## config.mk

```make
export PLATFORM = sky130hd
export DESIGN_NAME = mmupw_walker
export DESIGN_NICKNAME = d
export VERILOG_FILES = /design/src/hw/mmupw_pkg.sv /design/src/hw/mmupw_perm_check.sv /design/src/hw/mmupw_l2_decode.sv /design/src/hw/mmupw_walker.sv
export SDC_FILE = /design/constraint.sdc
export NUM_CORES = 1
export LEC_CHECK = 0
export BUFFER_PORTS_ARGS = -buffer_cell sky130_fd_sc_hd__clkbuf_2
export CAP_MARGIN = 40
export CORE_MARGIN = 1.5
export CORE_UTILIZATION = 43
export DETAILED_ROUTE_END_ITERATION = 7
export PLACE_DENSITY_LB_ADDON = 0.15
export SYNTH_ARGS = -nofsm -noshare
export SYNTH_HDL_FRONTEND = slang
export SYNTH_SLANG_ARGS = --single-unit
```

## constraint.sdc

```tcl
create_clock -name clk_sys -period 5.89 [get_ports clk_sys]
set_input_delay 1.178 -clock clk_sys [delete_from_list [all_inputs] [get_ports clk_sys]]
set_output_delay 1.178 -clock clk_sys [all_outputs]
set_load 0.01 [all_outputs]
```

## src/hw/mmupw_pkg.sv

```systemverilog
// mmupw_pkg: constants, field positions, fault codes and carrier types for the page walker
// assumes a single 100 MHz system clock and a one-word read port to page-table memory
// Functional notes
// - level two type: fault, large, small, tiny
// - physical address upper bits from descriptor
// - four subpage fields; tiny has one
// - descriptor bits 3:2 give cache attributes
// - level one type 11 is fine table
// - table pointers trigger second memory read
// - differing subpage permissions load subpage only
// - alignment data-only; others need translation on
// - external abort only on waited accesses
// - violation suppresses bus access, aborts core
// - data abort records code, domain, address
// - priority alignment, translation, domain, permission, external
// - translation fault codes 0101 and 0111
// - domain fault codes 1001 and 1011
// - permission fault codes 1101 and 1111
// - external abort codes 1000 and 1010
// - domain field decode: none, client, manager
// - client permission values 01, 10, 11
// - permission 00 uses system and ROM bits
// - section permission checked before address out
// - level one type: fault, coarse, section, fine
// - first fetch: table base and address top
// - descriptor bits 8:5 select domain
package mmupw_pkg;
	localparam logic [1:0] DESC_FAULT = 2'h0;
	localparam logic [1:0] DESC_L1_COARSE = 2'h1;
	localparam logic [1:0] DESC_L1_SECTION = 2'h2;
	localparam logic [1:0] DESC_L1_FINE = 2'h3;
	localparam logic [1:0] DESC_L2_LARGE = 2'h1;
	localparam logic [1:0] DESC_L2_SMALL = 2'h2;
	localparam logic [1:0] DESC_L2_TINY = 2'h3;
	localparam logic [1:0] DOM_NONE = 2'h0;
	localparam logic [1:0] DOM_CLIENT = 2'h1;
	localparam logic [1:0] DOM_MANAGER = 2'h3;
	localparam logic [1:0] PERM_SPECIAL = 2'h0;
	localparam logic [1:0] PERM_SUPER = 2'h1;
	localparam logic [1:0] PERM_USER_RO = 2'h2;
	localparam logic [1:0] PERM_FULL = 2'h3;
	localparam int CTRL_SYSTEM_BIT = 8;
	localparam int CTRL_ROM_BIT = 9;
	localparam logic [3:0] FC_ALIGN = 4'h1;
	localparam logic [3:0] FC_TRANS_SECT = 4'h5;
	localparam logic [3:0] FC_TRANS_PAGE = 4'h7;
	localparam logic [3:0] FC_DOM_SECT = 4'h9;
	localparam logic [3:0] FC_DOM_PAGE = 4'hB;
	localparam logic [3:0] FC_PERM_SECT = 4'hD;
	localparam logic [3:0] FC_PERM_PAGE = 4'hF;
	localparam logic [3:0] FC_EXT_SECT = 4'h8;
	localparam logic [3:0] FC_EXT_PAGE = 4'hA;
	localparam logic [3:0] DOMAIN_INVALID = 4'h0;
	// page size codes reported with each translation
	localparam logic [2:0] SZ_SECTION = 3'h0;
	localparam logic [2:0] SZ_LARGE = 3'h1;
	localparam logic [2:0] SZ_LARGE_SUB = 3'h2;
	localparam logic [2:0] SZ_SMALL = 3'h3;
	localparam logic [2:0] SZ_SMALL_SUB = 3'h4;
	localparam logic [2:0] SZ_TINY = 3'h5;
	// access request from the core
	typedef struct packed {
		logic [31:0] modified_virtual_address;
		logic isData;
		logic isWrite;
		logic isUser;
		logic [1:0] accSize; // 0 byte, 1 halfword, 2 word
	} mmupw_req_t;
	// translation handed to the tlb and bus
	typedef struct packed {
		logic [31:0] physAddr;
		logic cacheable;
		logic bufferable;
		logic [2:0] entrySize;
		logic [3:0] domain;
		logic [1:0] perm;
	} mmupw_xlat_t;
endpackage : mmupw_pkg

```

## src/hw/mmupw_perm_check.sv

```systemverilog
// mmupw_perm_check: combinational domain and permission verdict
// assumes domain field and permission value are already selected by the caller
`timescale 1ns/1ps
module mmupw_perm_check (
	input wire logic [1:0] domField,
	input wire logic [1:0] perm,
	input wire logic sysBit,
	input wire logic romBit,
	input wire logic isUser,
	input wire logic isWrite,
	output logic domFault,
	output logic permFault
);
	import mmupw_pkg::*;
	// domain then permission decode
	always_comb
	begin
		domFault = (domField != DOM_CLIENT) && (domField != DOM_MANAGER);
		permFault = 1'b0;
		if (domField == DOM_CLIENT)
		begin
			if (sysBit && romBit)
				permFault = 1'b1; // reserved pair faults every access
			else
			begin
				case (perm)
					PERM_SPECIAL: permFault = isWrite || (!sysBit && !romBit) ||
						(sysBit && isUser);
					PERM_SUPER: permFault = isUser;
					PERM_USER_RO: permFault = isUser && isWrite;
					PERM_FULL: permFault = 1'b0;
					default: permFault = 1'b1;
				endcase
			end
		end
	end
endmodule : mmupw_perm_check

```

## src/hw/mmupw_l2_decode.sv

```systemverilog
// mmupw_l2_decode: decodes a level two descriptor into address, attributes and permission
// assumes the descriptor word is stable while the walker samples the outputs
`timescale 1ns/1ps
module mmupw_l2_decode (
	input wire logic [31:0] desc,
	input wire logic [31:0] modified_virtual_address,
	output logic invalid,
	output mmupw_pkg::mmupw_xlat_t xlat
);
	import mmupw_pkg::*;
	// page type, address and subpage selection
	always_comb
	begin
		logic [7:0] sub;
		logic [1:0] subIdx;
		logic same;
		sub = desc[11:4];
		subIdx = 2'h0;
		xlat = '0;
		xlat.cacheable = desc[3];
		xlat.bufferable = desc[2];
		same = (sub[1:0] == sub[3:2]) && (sub[3:2] == sub[5:4]) && (sub[5:4] == sub[7:6]);
		invalid = (desc[1:0] == DESC_FAULT);
		case (desc[1:0])
			DESC_L2_LARGE:
			begin
				xlat.physAddr = {desc[31:16], modified_virtual_address[15:0]};
				subIdx = modified_virtual_address[15:14];
				xlat.entrySize = same ? SZ_LARGE : SZ_LARGE_SUB;
			end
			DESC_L2_SMALL:
			begin
				xlat.physAddr = {desc[31:12], modified_virtual_address[11:0]};
				subIdx = modified_virtual_address[11:10];
				xlat.entrySize = same ? SZ_SMALL : SZ_SMALL_SUB;
			end
			DESC_L2_TINY:
			begin
				xlat.physAddr = {desc[31:10], modified_virtual_address[9:0]};
				xlat.entrySize = SZ_TINY;
			end
			default: xlat.entrySize = SZ_TINY;
		endcase
		if (desc[1:0] == DESC_L2_TINY)
			xlat.perm = desc[5:4];
		else
			xlat.perm = sub[{subIdx, 1'b0} +: 2];
	end
endmodule : mmupw_l2_decode

```

## src/hw/mmupw_walker.sv

```systemverilog
// mmupw_walker: table walk, fault priority and fault recording for one access at a time
// assumes memory answers each read with memValid, and the bus reports extAbort per access
`timescale 1ns/1ps
module mmupw_walker (
	input wire logic clk_sys,
	input wire logic rst,
	input wire logic reqValid,
	input wire mmupw_pkg::mmupw_req_t req,
	input wire logic mmuEnable,
	input wire logic alignEnable,
	input wire logic [31:0] controlBits,
	input wire logic [31:0] tableBase,
	input wire logic [31:0] domainAccess,
	input wire logic [31:0] memData,
	input wire logic memValid,
	input wire logic busDone,
	input wire logic extAbort,
	output logic memRead_q,
	output logic [31:0] memAddr_q,
	output logic busStart_q,
	output mmupw_pkg::mmupw_xlat_t xlat_q,
	output logic done_q,
	output logic abort_q,
	output logic [3:0] faultCode_q,
	output logic [3:0] faultDomain_q,
	output logic [31:0] faultAddr_q
);
	import mmupw_pkg::*;
	typedef enum logic [2:0] {
		ST_IDLE = 3'b000,
		ST_L1 = 3'b001,
		ST_L2 = 3'b010,
		ST_BUS = 3'b011,
		ST_FIN = 3'b100
	} mmupw_state_t;
	mmupw_state_t state_q, state_d;
	mmupw_req_t req_q, req_d;
	logic [31:0] l1Desc_q, l1Desc_d;
	logic isPage_q, isPage_d;
	logic memRead_d, busStart_d, done_d, abort_d;
	logic [31:0] memAddr_d, faultAddr_d;
	logic [3:0] faultCode_d, faultDomain_d;
	mmupw_xlat_t xlat_d;
	logic misaligned, domFault, permFault, l2Invalid;
	logic [1:0] domField;
	mmupw_xlat_t l2Xlat;
	assign domField = domainAccess[{l1Desc_q[8:5], 1'b0} +: 2];
	mmupw_l2_decode uL2 (
		.desc(memData),
		.modified_virtual_address(req_q.modified_virtual_address),
		.invalid(l2Invalid),
		.xlat(l2Xlat)
	);
	mmupw_perm_check uPerm (
		.domField(domField),
		.perm(xlat_q.perm), // latched value; memData is not valid in the check state
		.sysBit(controlBits[CTRL_SYSTEM_BIT]),
		.romBit(controlBits[CTRL_ROM_BIT]),
		.isUser(req_q.isUser),
		.isWrite(req_q.isWrite),
		.domFault(domFault),
		.permFault(permFault)
	);
	assign misaligned = req_q.isData && alignEnable &&
		((req_q.accSize == 2'h2 && req_q.modified_virtual_address[1:0] != 2'h0) ||
		(req_q.accSize == 2'h1 && req_q.modified_virtual_address[0]));
	// walk sequencing, fault priority and recording
	always_comb
	begin
		state_d = state_q;
		req_d = req_q;
		l1Desc_d = l1Desc_q;
		isPage_d = isPage_q;
		memRead_d = 1'b0;
		memAddr_d = memAddr_q;
		busStart_d = 1'b0;
		done_d = 1'b0;
		abort_d = 1'b0;
		xlat_d = xlat_q;
		faultCode_d = faultCode_q;
		faultDomain_d = faultDomain_q;
		faultAddr_d = faultAddr_q;
		case (state_q)
			ST_IDLE:
			begin
				if (reqValid)
				begin
					req_d = req;
					isPage_d = 1'b0;
					state_d = ST_FIN;
					memAddr_d = {tableBase[31:14], req.modified_virtual_address[31:20], 2'h0};
					// read request stands from the cycle after the take
					memRead_d = mmuEnable;
					if (mmuEnable)
						state_d = ST_L1;
				end
			end
			ST_L1:
			begin
				memRead_d = !memValid;
				if (memValid)
				begin
					l1Desc_d = memData;
					case (memData[1:0])
						DESC_L1_SECTION:
						begin
							xlat_d.physAddr = {memData[31:20], req_q.modified_virtual_address[19:0]};
							xlat_d.cacheable = memData[3];
							xlat_d.bufferable = memData[2];
							xlat_d.entrySize = SZ_SECTION;
							xlat_d.domain = memData[8:5];
							xlat_d.perm = memData[11:10];
							state_d = ST_FIN;
						end
						DESC_L1_FINE:
						begin
							memAddr_d = {memData[31:12], req_q.modified_virtual_address[19:10], 2'h0};
							isPage_d = 1'b1;
							memRead_d = !misaligned;
							state_d = misaligned ? ST_FIN : ST_L2;
						end
						DESC_L1_COARSE:
						begin
							memAddr_d = {memData[31:10], req_q.modified_virtual_address[19:12], 2'h0};
							isPage_d = 1'b1;
							memRead_d = !misaligned;
							state_d = misaligned ? ST_FIN : ST_L2;
						end
						default: state_d = ST_FIN;
					endcase
				end
			end
			ST_L2:
			begin
				memRead_d = !memValid;
				if (memValid)
				begin
					xlat_d = l2Xlat;
					xlat_d.domain = l1Desc_q[8:5];
					l1Desc_d[31:10] = memData[31:10];
					l1Desc_d[1:0] = l2Invalid ? DESC_FAULT : DESC_L1_SECTION;
					state_d = ST_FIN;
				end
			end
			ST_FIN:
			begin
				abort_d = 1'b1;
				faultAddr_d = req_q.modified_virtual_address;
				faultDomain_d = l1Desc_q[8:5];
				if (misaligned)
				begin
					faultCode_d = FC_ALIGN;
					faultDomain_d = DOMAIN_INVALID;
				end
				else if (mmuEnable && l1Desc_q[1:0] == DESC_FAULT)
				begin
					faultCode_d = isPage_q ? FC_TRANS_PAGE : FC_TRANS_SECT;
					if (!isPage_q)
						faultDomain_d = DOMAIN_INVALID;
				end
				else if (mmuEnable && domFault)
					faultCode_d = isPage_q ? FC_DOM_PAGE : FC_DOM_SECT;
				else if (mmuEnable && permFault)
					faultCode_d = isPage_q ? FC_PERM_PAGE : FC_PERM_SECT;
				else
				begin
					abort_d = 1'b0;
					faultAddr_d = faultAddr_q;
					faultDomain_d = faultDomain_q;
					busStart_d = 1'b1;
					// flat access is treated as noncacheable so stale attributes never leak
					if (!mmuEnable)
					begin
						xlat_d.physAddr = req_q.modified_virtual_address;
						xlat_d.cacheable = 1'b0;
						xlat_d.bufferable = 1'b0;
					end
					state_d = ST_BUS;
				end
				if (abort_d)
				begin
					if (!req_q.isData)
					begin
						faultCode_d = faultCode_q;
						faultDomain_d = faultDomain_q;
						faultAddr_d = faultAddr_q;
					end
					done_d = 1'b1;
					state_d = ST_IDLE;
				end
			end
			ST_BUS:
			begin
				if (busDone)
				begin
					done_d = 1'b1;
					state_d = ST_IDLE;
					if (extAbort && !xlat_q.cacheable &&
						(!req_q.isWrite || !xlat_q.bufferable))
					begin
						abort_d = 1'b1;
						if (req_q.isData)
						begin
							faultCode_d = isPage_q ? FC_EXT_PAGE : FC_EXT_SECT;
							faultDomain_d = xlat_q.domain;
							faultAddr_d = req_q.modified_virtual_address;
						end
					end
				end
			end
			default: state_d = ST_IDLE;
		endcase
	end
	// state registers
	always_ff @(posedge clk_sys or posedge rst)
	begin
		if (rst)
		begin
			state_q <= ST_IDLE;
			req_q <= '0;
			l1Desc_q <= '0;
			isPage_q <= 1'b0;
			memRead_q <= 1'b0;
			memAddr_q <= '0;
			busStart_q <= 1'b0;
			xlat_q <= '0;
			done_q <= 1'b0;
			abort_q <= 1'b0;
			faultCode_q <= '0;
			faultDomain_q <= '0;
			faultAddr_q <= '0;
		end
		else
		begin
			state_q <= state_d;
			req_q <= req_d;
			l1Desc_q <= l1Desc_d;
			isPage_q <= isPage_d;
			memRead_q <= memRead_d;
			memAddr_q <= memAddr_d;
			busStart_q <= busStart_d;
			xlat_q <= xlat_d;
			done_q <= done_d;
			abort_q <= abort_d;
			faultCode_q <= faultCode_d;
			faultDomain_q <= faultDomain_d;
			faultAddr_q <= faultAddr_d;
		end
	end
endmodule : mmupw_walker

```

### Word-level counts from Yosys, hierarchy flattened

Index checks and enable logic that the tools add are counted.

| cells by class | value |
|---|---|
| reductions and logical operators | 46 |
| equality and inequality tests | 37 |
| multiplexer cells | 99 |
| shift operators | 2 |

Operator list:

| operator | number |
|---|---|
| $mux 32 | 11 |
| $pmux 32 s2 | 3 |
| $mux 34 | 5 |
| $mux 43 | 3 |
| $pmux 34 s3 | 1 |
| $pmux 32 s3 | 1 |
| $mux 4 | 19 |
| $mux 3 | 13 |
| $shiftx 32x6->2 | 1 |
| $ne 2x2->1 const B | 13 |
| $mux 1 | 22 |
| $mux 2 | 9 |
| $pmux 9 s2 | 1 |
| $logic_and 1x1->1 | 16 |
| $pmux 4 s2 | 2 |
| $ne 3x3->1 const B | 5 |
| $pmux 3 s5 | 1 |
| $reduce_and 4->1 | 3 |
| $eq 2x2->1 const B | 5 |
| $reduce_and 9->1 | 1 |
| $eq 2x1->1 const B | 4 |
| $pmux 2 s2 | 2 |
| $reduce_and 8->1 | 1 |
| $reduce_bool 2->1 | 4 |
| other kinds (20) | 38 |

| storage, ports and cells | value |
|---|---|
| bits of input ports | 173 |
| output and inout bits | 119 |
| bits in registers | 169 |
| word-level logic and storage cells | 207 |

### Longest topological paths before layout

| logic depth | value |
|---|---|
| word-level depth | 15 |
| gate-level depth with buffers | 10 |
| depth with buffers taken out | 8 |

### Modules after synthesis

Synthesis repeated with hierarchy kept, for this count alone.

| unflattened totals | value |
|---|---|
| cells, all modules | 700 |
| area, all modules | 8309.2 um^2 |

Modules (own cells, without submodules):

| module | area an instance (um^2) | times used | cells an instance | sequential area each (um^2) |
|---|---|---|---|---|
| mmupw_walker | 7693.6 | 1 | 608 | 4103.9 |
| mmupw_l2_decode | 555.5 | 1 | 83 | 0.0 |
| mmupw_perm_check | 60.1 | 1 | 9 | 0.0 |

### Least setup slack after synthesis

No wires, ideal clock.

| timing path | value |
|---|---|
| kind | input to register |
| start point | in domainAccess[31] |
| end point | reg faultAddr_q[10] |
| stages | 6 |
| buffers on the path | 1 |
| library setup time | 125 ps |
| arrival | 3042 ps |
| slack | 2723 ps |
| required time | 5765 ps |
| path through | mux4_2 a22o_1 o31a_2 a21oi_4 buf_12 mux2_4 |

| between the ends | value |
|---|---|
| cells in the longest elaborated chain, start to end | 11 |
| elaborated cells on any way between the ends | 22 |
| classes of those cells | eq/ne: 4; shift: 1; mux: 13; reduce/logical: 4 |

RTL lines:

| item | RTL line | source |
|---|---|---|
| start, declared | mmupw_walker.sv:13 | `input wire logic [31:0] domainAccess,` |
| $shiftx 32x6->2 * | mmupw_walker.sv:47 | `assign domField = domainAccess[{l1Desc_q[8:5], 1'b0} +: 2];` |
| $eq 2x1->1 | mmupw_perm_check.sv:20 | `if (domField == DOM_CLIENT)` |
| $mux 1 | mmupw_perm_check.sv:20 |  |
| $logic_and 1x1->1 | mmupw_walker.sv:163 | `else if (mmuEnable && permFault)` |
| $mux 1 / $mux 32 (equally long branches) | mmupw_walker.sv:163 |  |
| $mux 1 / $mux 32 (equally long branches) | mmupw_walker.sv:161 | `else if (mmuEnable && domFault)` |
| $mux 1 / $mux 32 (equally long branches) | mmupw_walker.sv:155 | `else if (mmuEnable && l1Desc_q[1:0] == DESC_FAULT)` |
| $mux 1 / $mux 32 (equally long branches) | mmupw_walker.sv:150 | `if (misaligned)` |
| $mux 1 / $mux 32 (equally long branches) | mmupw_walker.sv:83, mmupw_walker.sv:182 |  |
| $ne 3x3->1 (no source line) / $mux 32 (equally long branches) | -- |  |
| $reduce_and 5->1 (no source line) / $pmux 32 s2 (equally long branches) | -- |  |
| end signal, assigned | mmupw_walker.sv:247 | `faultAddr_q <= faultAddr_d;` |
| end, declared | mmupw_walker.sv:26 | `output logic [31:0] faultAddr_q` |

Every way passes the cells marked *; elsewhere a longest branch is shown, timed or not. The select of a mux whose other input is x is not followed.
A chain may end at the register's enable or synchronous reset.

### Final worst setup path

| timing path | value |
|---|---|
| start point | in memData[1] |
| end point | reg memAddr_q[12] |

| between the ends | value |
|---|---|
| cells in the longest elaborated chain, start to end | 3 |
| elaborated cells on any way between the ends | 4 |
| classes of those cells | eq/ne: 3; reduce/logical: 1 |

RTL lines:

| item | RTL line | source |
|---|---|---|
| start, declared | mmupw_walker.sv:14 | `input wire logic [31:0] memData,` |
| $eq 2x1->1 / $eq 2x2->1 (equally long branches) | mmupw_walker.sv:104 | `case (memData[1:0])` |
| $ne 3x1->1 (no source line) * | -- |  |
| $reduce_and 4->1 (no source line) * | -- |  |
| end signal, assigned | mmupw_walker.sv:240 | `memAddr_q <= memAddr_d;` |
| end, declared | mmupw_walker.sv:19 | `output logic [31:0] memAddr_q,` |

Every way passes the cells marked *; elsewhere a longest branch is shown, timed or not.

==> results.sh <==
export IMPL_start_kind="primary input"
export IMPL_critPathKind="in2reg"
export IMPL_clock_sink_count=164
export IMPL_timing_critical_path_slowest_cell_delay_ps=470
export IMPL_drv_cap=0
export IMPL_multiInputGateArea_um2=3460
export IMPL_grt_pass1_wl_um=32700
export IMPL_ios=292
export IMPL_pre_cts_slack_ps=2170
export IMPL_hp_class="reg2reg"
export IMPL_wl_um=21500
export IMPL_cts_root_buf="clkbuf_16"
export IMPL_die_height_um=138
export IMPL_drtAntennaViolNets=0
export IMPL_hold_buffers=0
export IMPL_dieArea_um2=19000
export IMPL_synth_edff_count=0
export IMPL_synthArstFlopShare_pct=100
export IMPL_hpwlAfterDp_um=15600
export IMPL_outcome="finished clean"
export IMPL_first_global_vias=6034
export IMPL_min_period_over_period_pct=55.5
export IMPL_post_cts_setup_buffer_count=0
export IMPL_rsz0062_at_grt="false"
export IMPL_insertion_delay_ps=440
export IMPL_coreArea_um2=17900
export IMPL_drc=0
export IMPL_grt_util_all_layers_pct=23.1
export IMPL_hold_slack_ps=478
export IMPL_first_pass_iters=5
export IMPL_synth_most_common_cell="dfrtp_1"
export IMPL_clk_pin_slew_ps=70
export IMPL_yosys_warnings=0
export IMPL_worstPathRequired_ps=6180
export IMPL_fp_dieW_um=138
export IMPL_ys_ff_latch=164
export IMPL_drive_gt1_share_pct=40.9
export IMPL_ys_seq_area_share_pct=52.4
export IMPL_p_per_area_nw_per_um2=552
export IMPL_rows=49
export IMPL_period_needed_ps=3270
export IMPL_worstPathCellList="clkbuf_2 > inv_1 > ha_1 > or2_2 > and3_1 > o21ai_4 > buf_4 > o21ai_0"
export IMPL_syn2layout_area_growth_pct=25.9
export IMPL_antenna_found_initial=0
export IMPL_syn_inst=699
export IMPL_place_area_um2=9250
export IMPL_synth_area_top_cells="dfrtp_1 52%, mux2_2 7.0%, mux2_4 5.6%, mux2i_1 4.7%, nand2_1 4.7%"
export IMPL_grt_max_degree=96
export IMPL_vias=6263
export IMPL_synth_top_area_share_pct=52.4
export IMPL_via_per_inst=5.35
export IMPL_setup_tns_ps=0
export IMPL_synth_main_ff_cell="dfrtp_1"
export IMPL_syn_avg_cell_area_um2=11.2
export IMPL_r2r_slack_ps=2940
export IMPL_clk_path_buf_depth=2
export IMPL_relSlewSlack_pct=50.7
export IMPL_fmax_mhz=306
export IMPL_worst_path_max_fanout=40
export IMPL_p_leak_uw=0.00480
export IMPL_initial_utilization_pct=43.7
export IMPL_synthTopCellsByCount="164 x dfrtp_1, 97 x nand2_1, 53 x o21ai_0"
export IMPL_report_final_slew_viol_count=0
export IMPL_synth_cell_types=54
export IMPL_cts_tree="yes"
export IMPL_yosysTopAreaCell="dfrtp_1"
export IMPL_finClkSkew_ps=12.5
export IMPL_wire_per_inst_um=18.4
export IMPL_grt_ovfl_total=0
export IMPL_worst_slack_ps=2620
export IMPL_final_util_pct=55.1
export IMPL_io_buffers=245
export IMPL_ff_latch_area_um2=4100
export IMPL_nets=1106
export IMPL_cts_buffers=17
export IMPL_peakVddDrop_mv=0.321
export IMPL_setup_violations=0
export IMPL_drt_iter0_drc=395
export IMPL_hold_viol_final=0
export IMPL_fin_area_um2=9860
export IMPL_synth_area_um2=7830
export IMPL_cpMaxStageDelayCell="or2_2"
export IMPL_cts_repair_resized=0
export IMPL_nFillCells=1595
export IMPL_gp_congestion=0.816
export IMPL_end_kind="register"
export IMPL_worst_slew_pin_slew_ps=739
export IMPL_crit_arrival_ps=3560
export IMPL_diodes=0
export IMPL_htreeDepth=4
## state kept, by name, indices dropped and copies added, names as in the netlist
name / cells
faultDomain_q: 4
memAddr_q: 30
faultAddr_q: 32
done_q: 1
faultCode_q: 4
busStart_q: 1
l1Desc_q: 6
abort_q: 1
isPage_q: 1
req_q: 37
xlat_q: 43
state_q: 3
memRead_q: 1
## per-layer routing
| metal | vias up | GRT usage, % | part of all wire [%] |
|---|---|---|---|
| met2 | 220 | 37.3 | 48 |
| li1 | 2961 | - | - |
| met4 | 0 | 6.66 | 1.6 |
| met5 | - | 0 | 0 |
| met3 | 19 | 7.42 | 7.9 |
| met1 | 3063 | 29.6 | 43 |
## worst paths after layout
path / from / end / cells past startpoint
max: memData[1] / memAddr_q[12]$_DFFE_PP0P_ / 8
min: xlat_q[14]$_DFFE_PP0P_ / xlat_q[14]$_DFFE_PP0P_ / 2
min reg2reg: xlat_q[14]$_DFFE_PP0P_ / xlat_q[14]$_DFFE_PP0P_ / 2
max in group asynchronous: rst / xlat_q[22]$_DFFE_PP0P_ / 3
min in group asynchronous: rst / req_q[4]$_DFFE_PP0P_ / 2
max reg2reg: state_q[0]$_DFFE_PP0P_ / faultAddr_q[14]$_DFFE_PP0P_ / 8
## where the power goes
part           total, uW  internal [uW]  switching (uW)  leakage (uW)
Clock               1170            677             488      0.000293
Sequential          2150           1680             470       0.00199
Combinational       2130           1030            1100       0.00252
Total               5440           3380            2060       0.00480
## final cells by class
type,count,share of cell area [%]
inverter,13,0.546
clock inverter,13,1.75
sequential,164,41.6
timing repair buffer,257,13.7
multi-input combinational,475,35.1
clock buffer,19,4.39
tap,229,2.91
## through the flow
step | power, uW | instances
2_1_floorplan | 3470 | 700
3_3_place_gp | 4260 | 1135
3_5_place_dp | 4320 | 1138
4_1_cts | 5500 | 1170
5_1_grt | 5820 | 1170
6_report | 5440 | 1170
## worst max-delay path, delay by kind of cell
family,cells,cell delay [ps]
AO/OA/AOI/OAI,2,590
adder cells (fa/ha/maj),1,440
AND/OR/NAND/NOR,2,700
buffers and inverters,3,620
## layout by cell type, fill, tap and decap left out, drive strengths merged, types with 3 or more instances in the layout
master / Yosys / layout
mux4: 8 / 8
ha: 5 / 5
a22oi: 4 / 4
inv: 13 / 19
o21ai: 55 / 55
a22o: 10 / 10
clkbuf: 38 / 264
nand3: 27 / 27
a221oi: 8 / 8
nor2b: 4 / 4
nand2: 98 / 98
and2: 3 / 3
nor2: 49 / 49
a31oi: 20 / 20
nor3: 5 / 5
dfrtp: 164 / 164
o22ai: 6 / 6
buf: 10 / 12
nand2b: 5 / 5
a21o: 3 / 3
bufinv: 0 / 3
a211oi: 4 / 4
mux2: 78 / 78
a21oi: 15 / 15
mux2i: 37 / 37
o21a: 3 / 3
## cell families (layout without fill, tap and decap cells)
kind of cell	Yosys count	in the layout	synth area share [%]
mux	123	123	19.7
buf+inv	61	302	3.82
fa+ha+maj	5	5	0.799
simple gates	202	202	11.2
other cells	1	2	0.0479
flops	164	164	52.4
compound gates	143	143	12.0
Note: power is estimated with default switching activity, not from simulation.
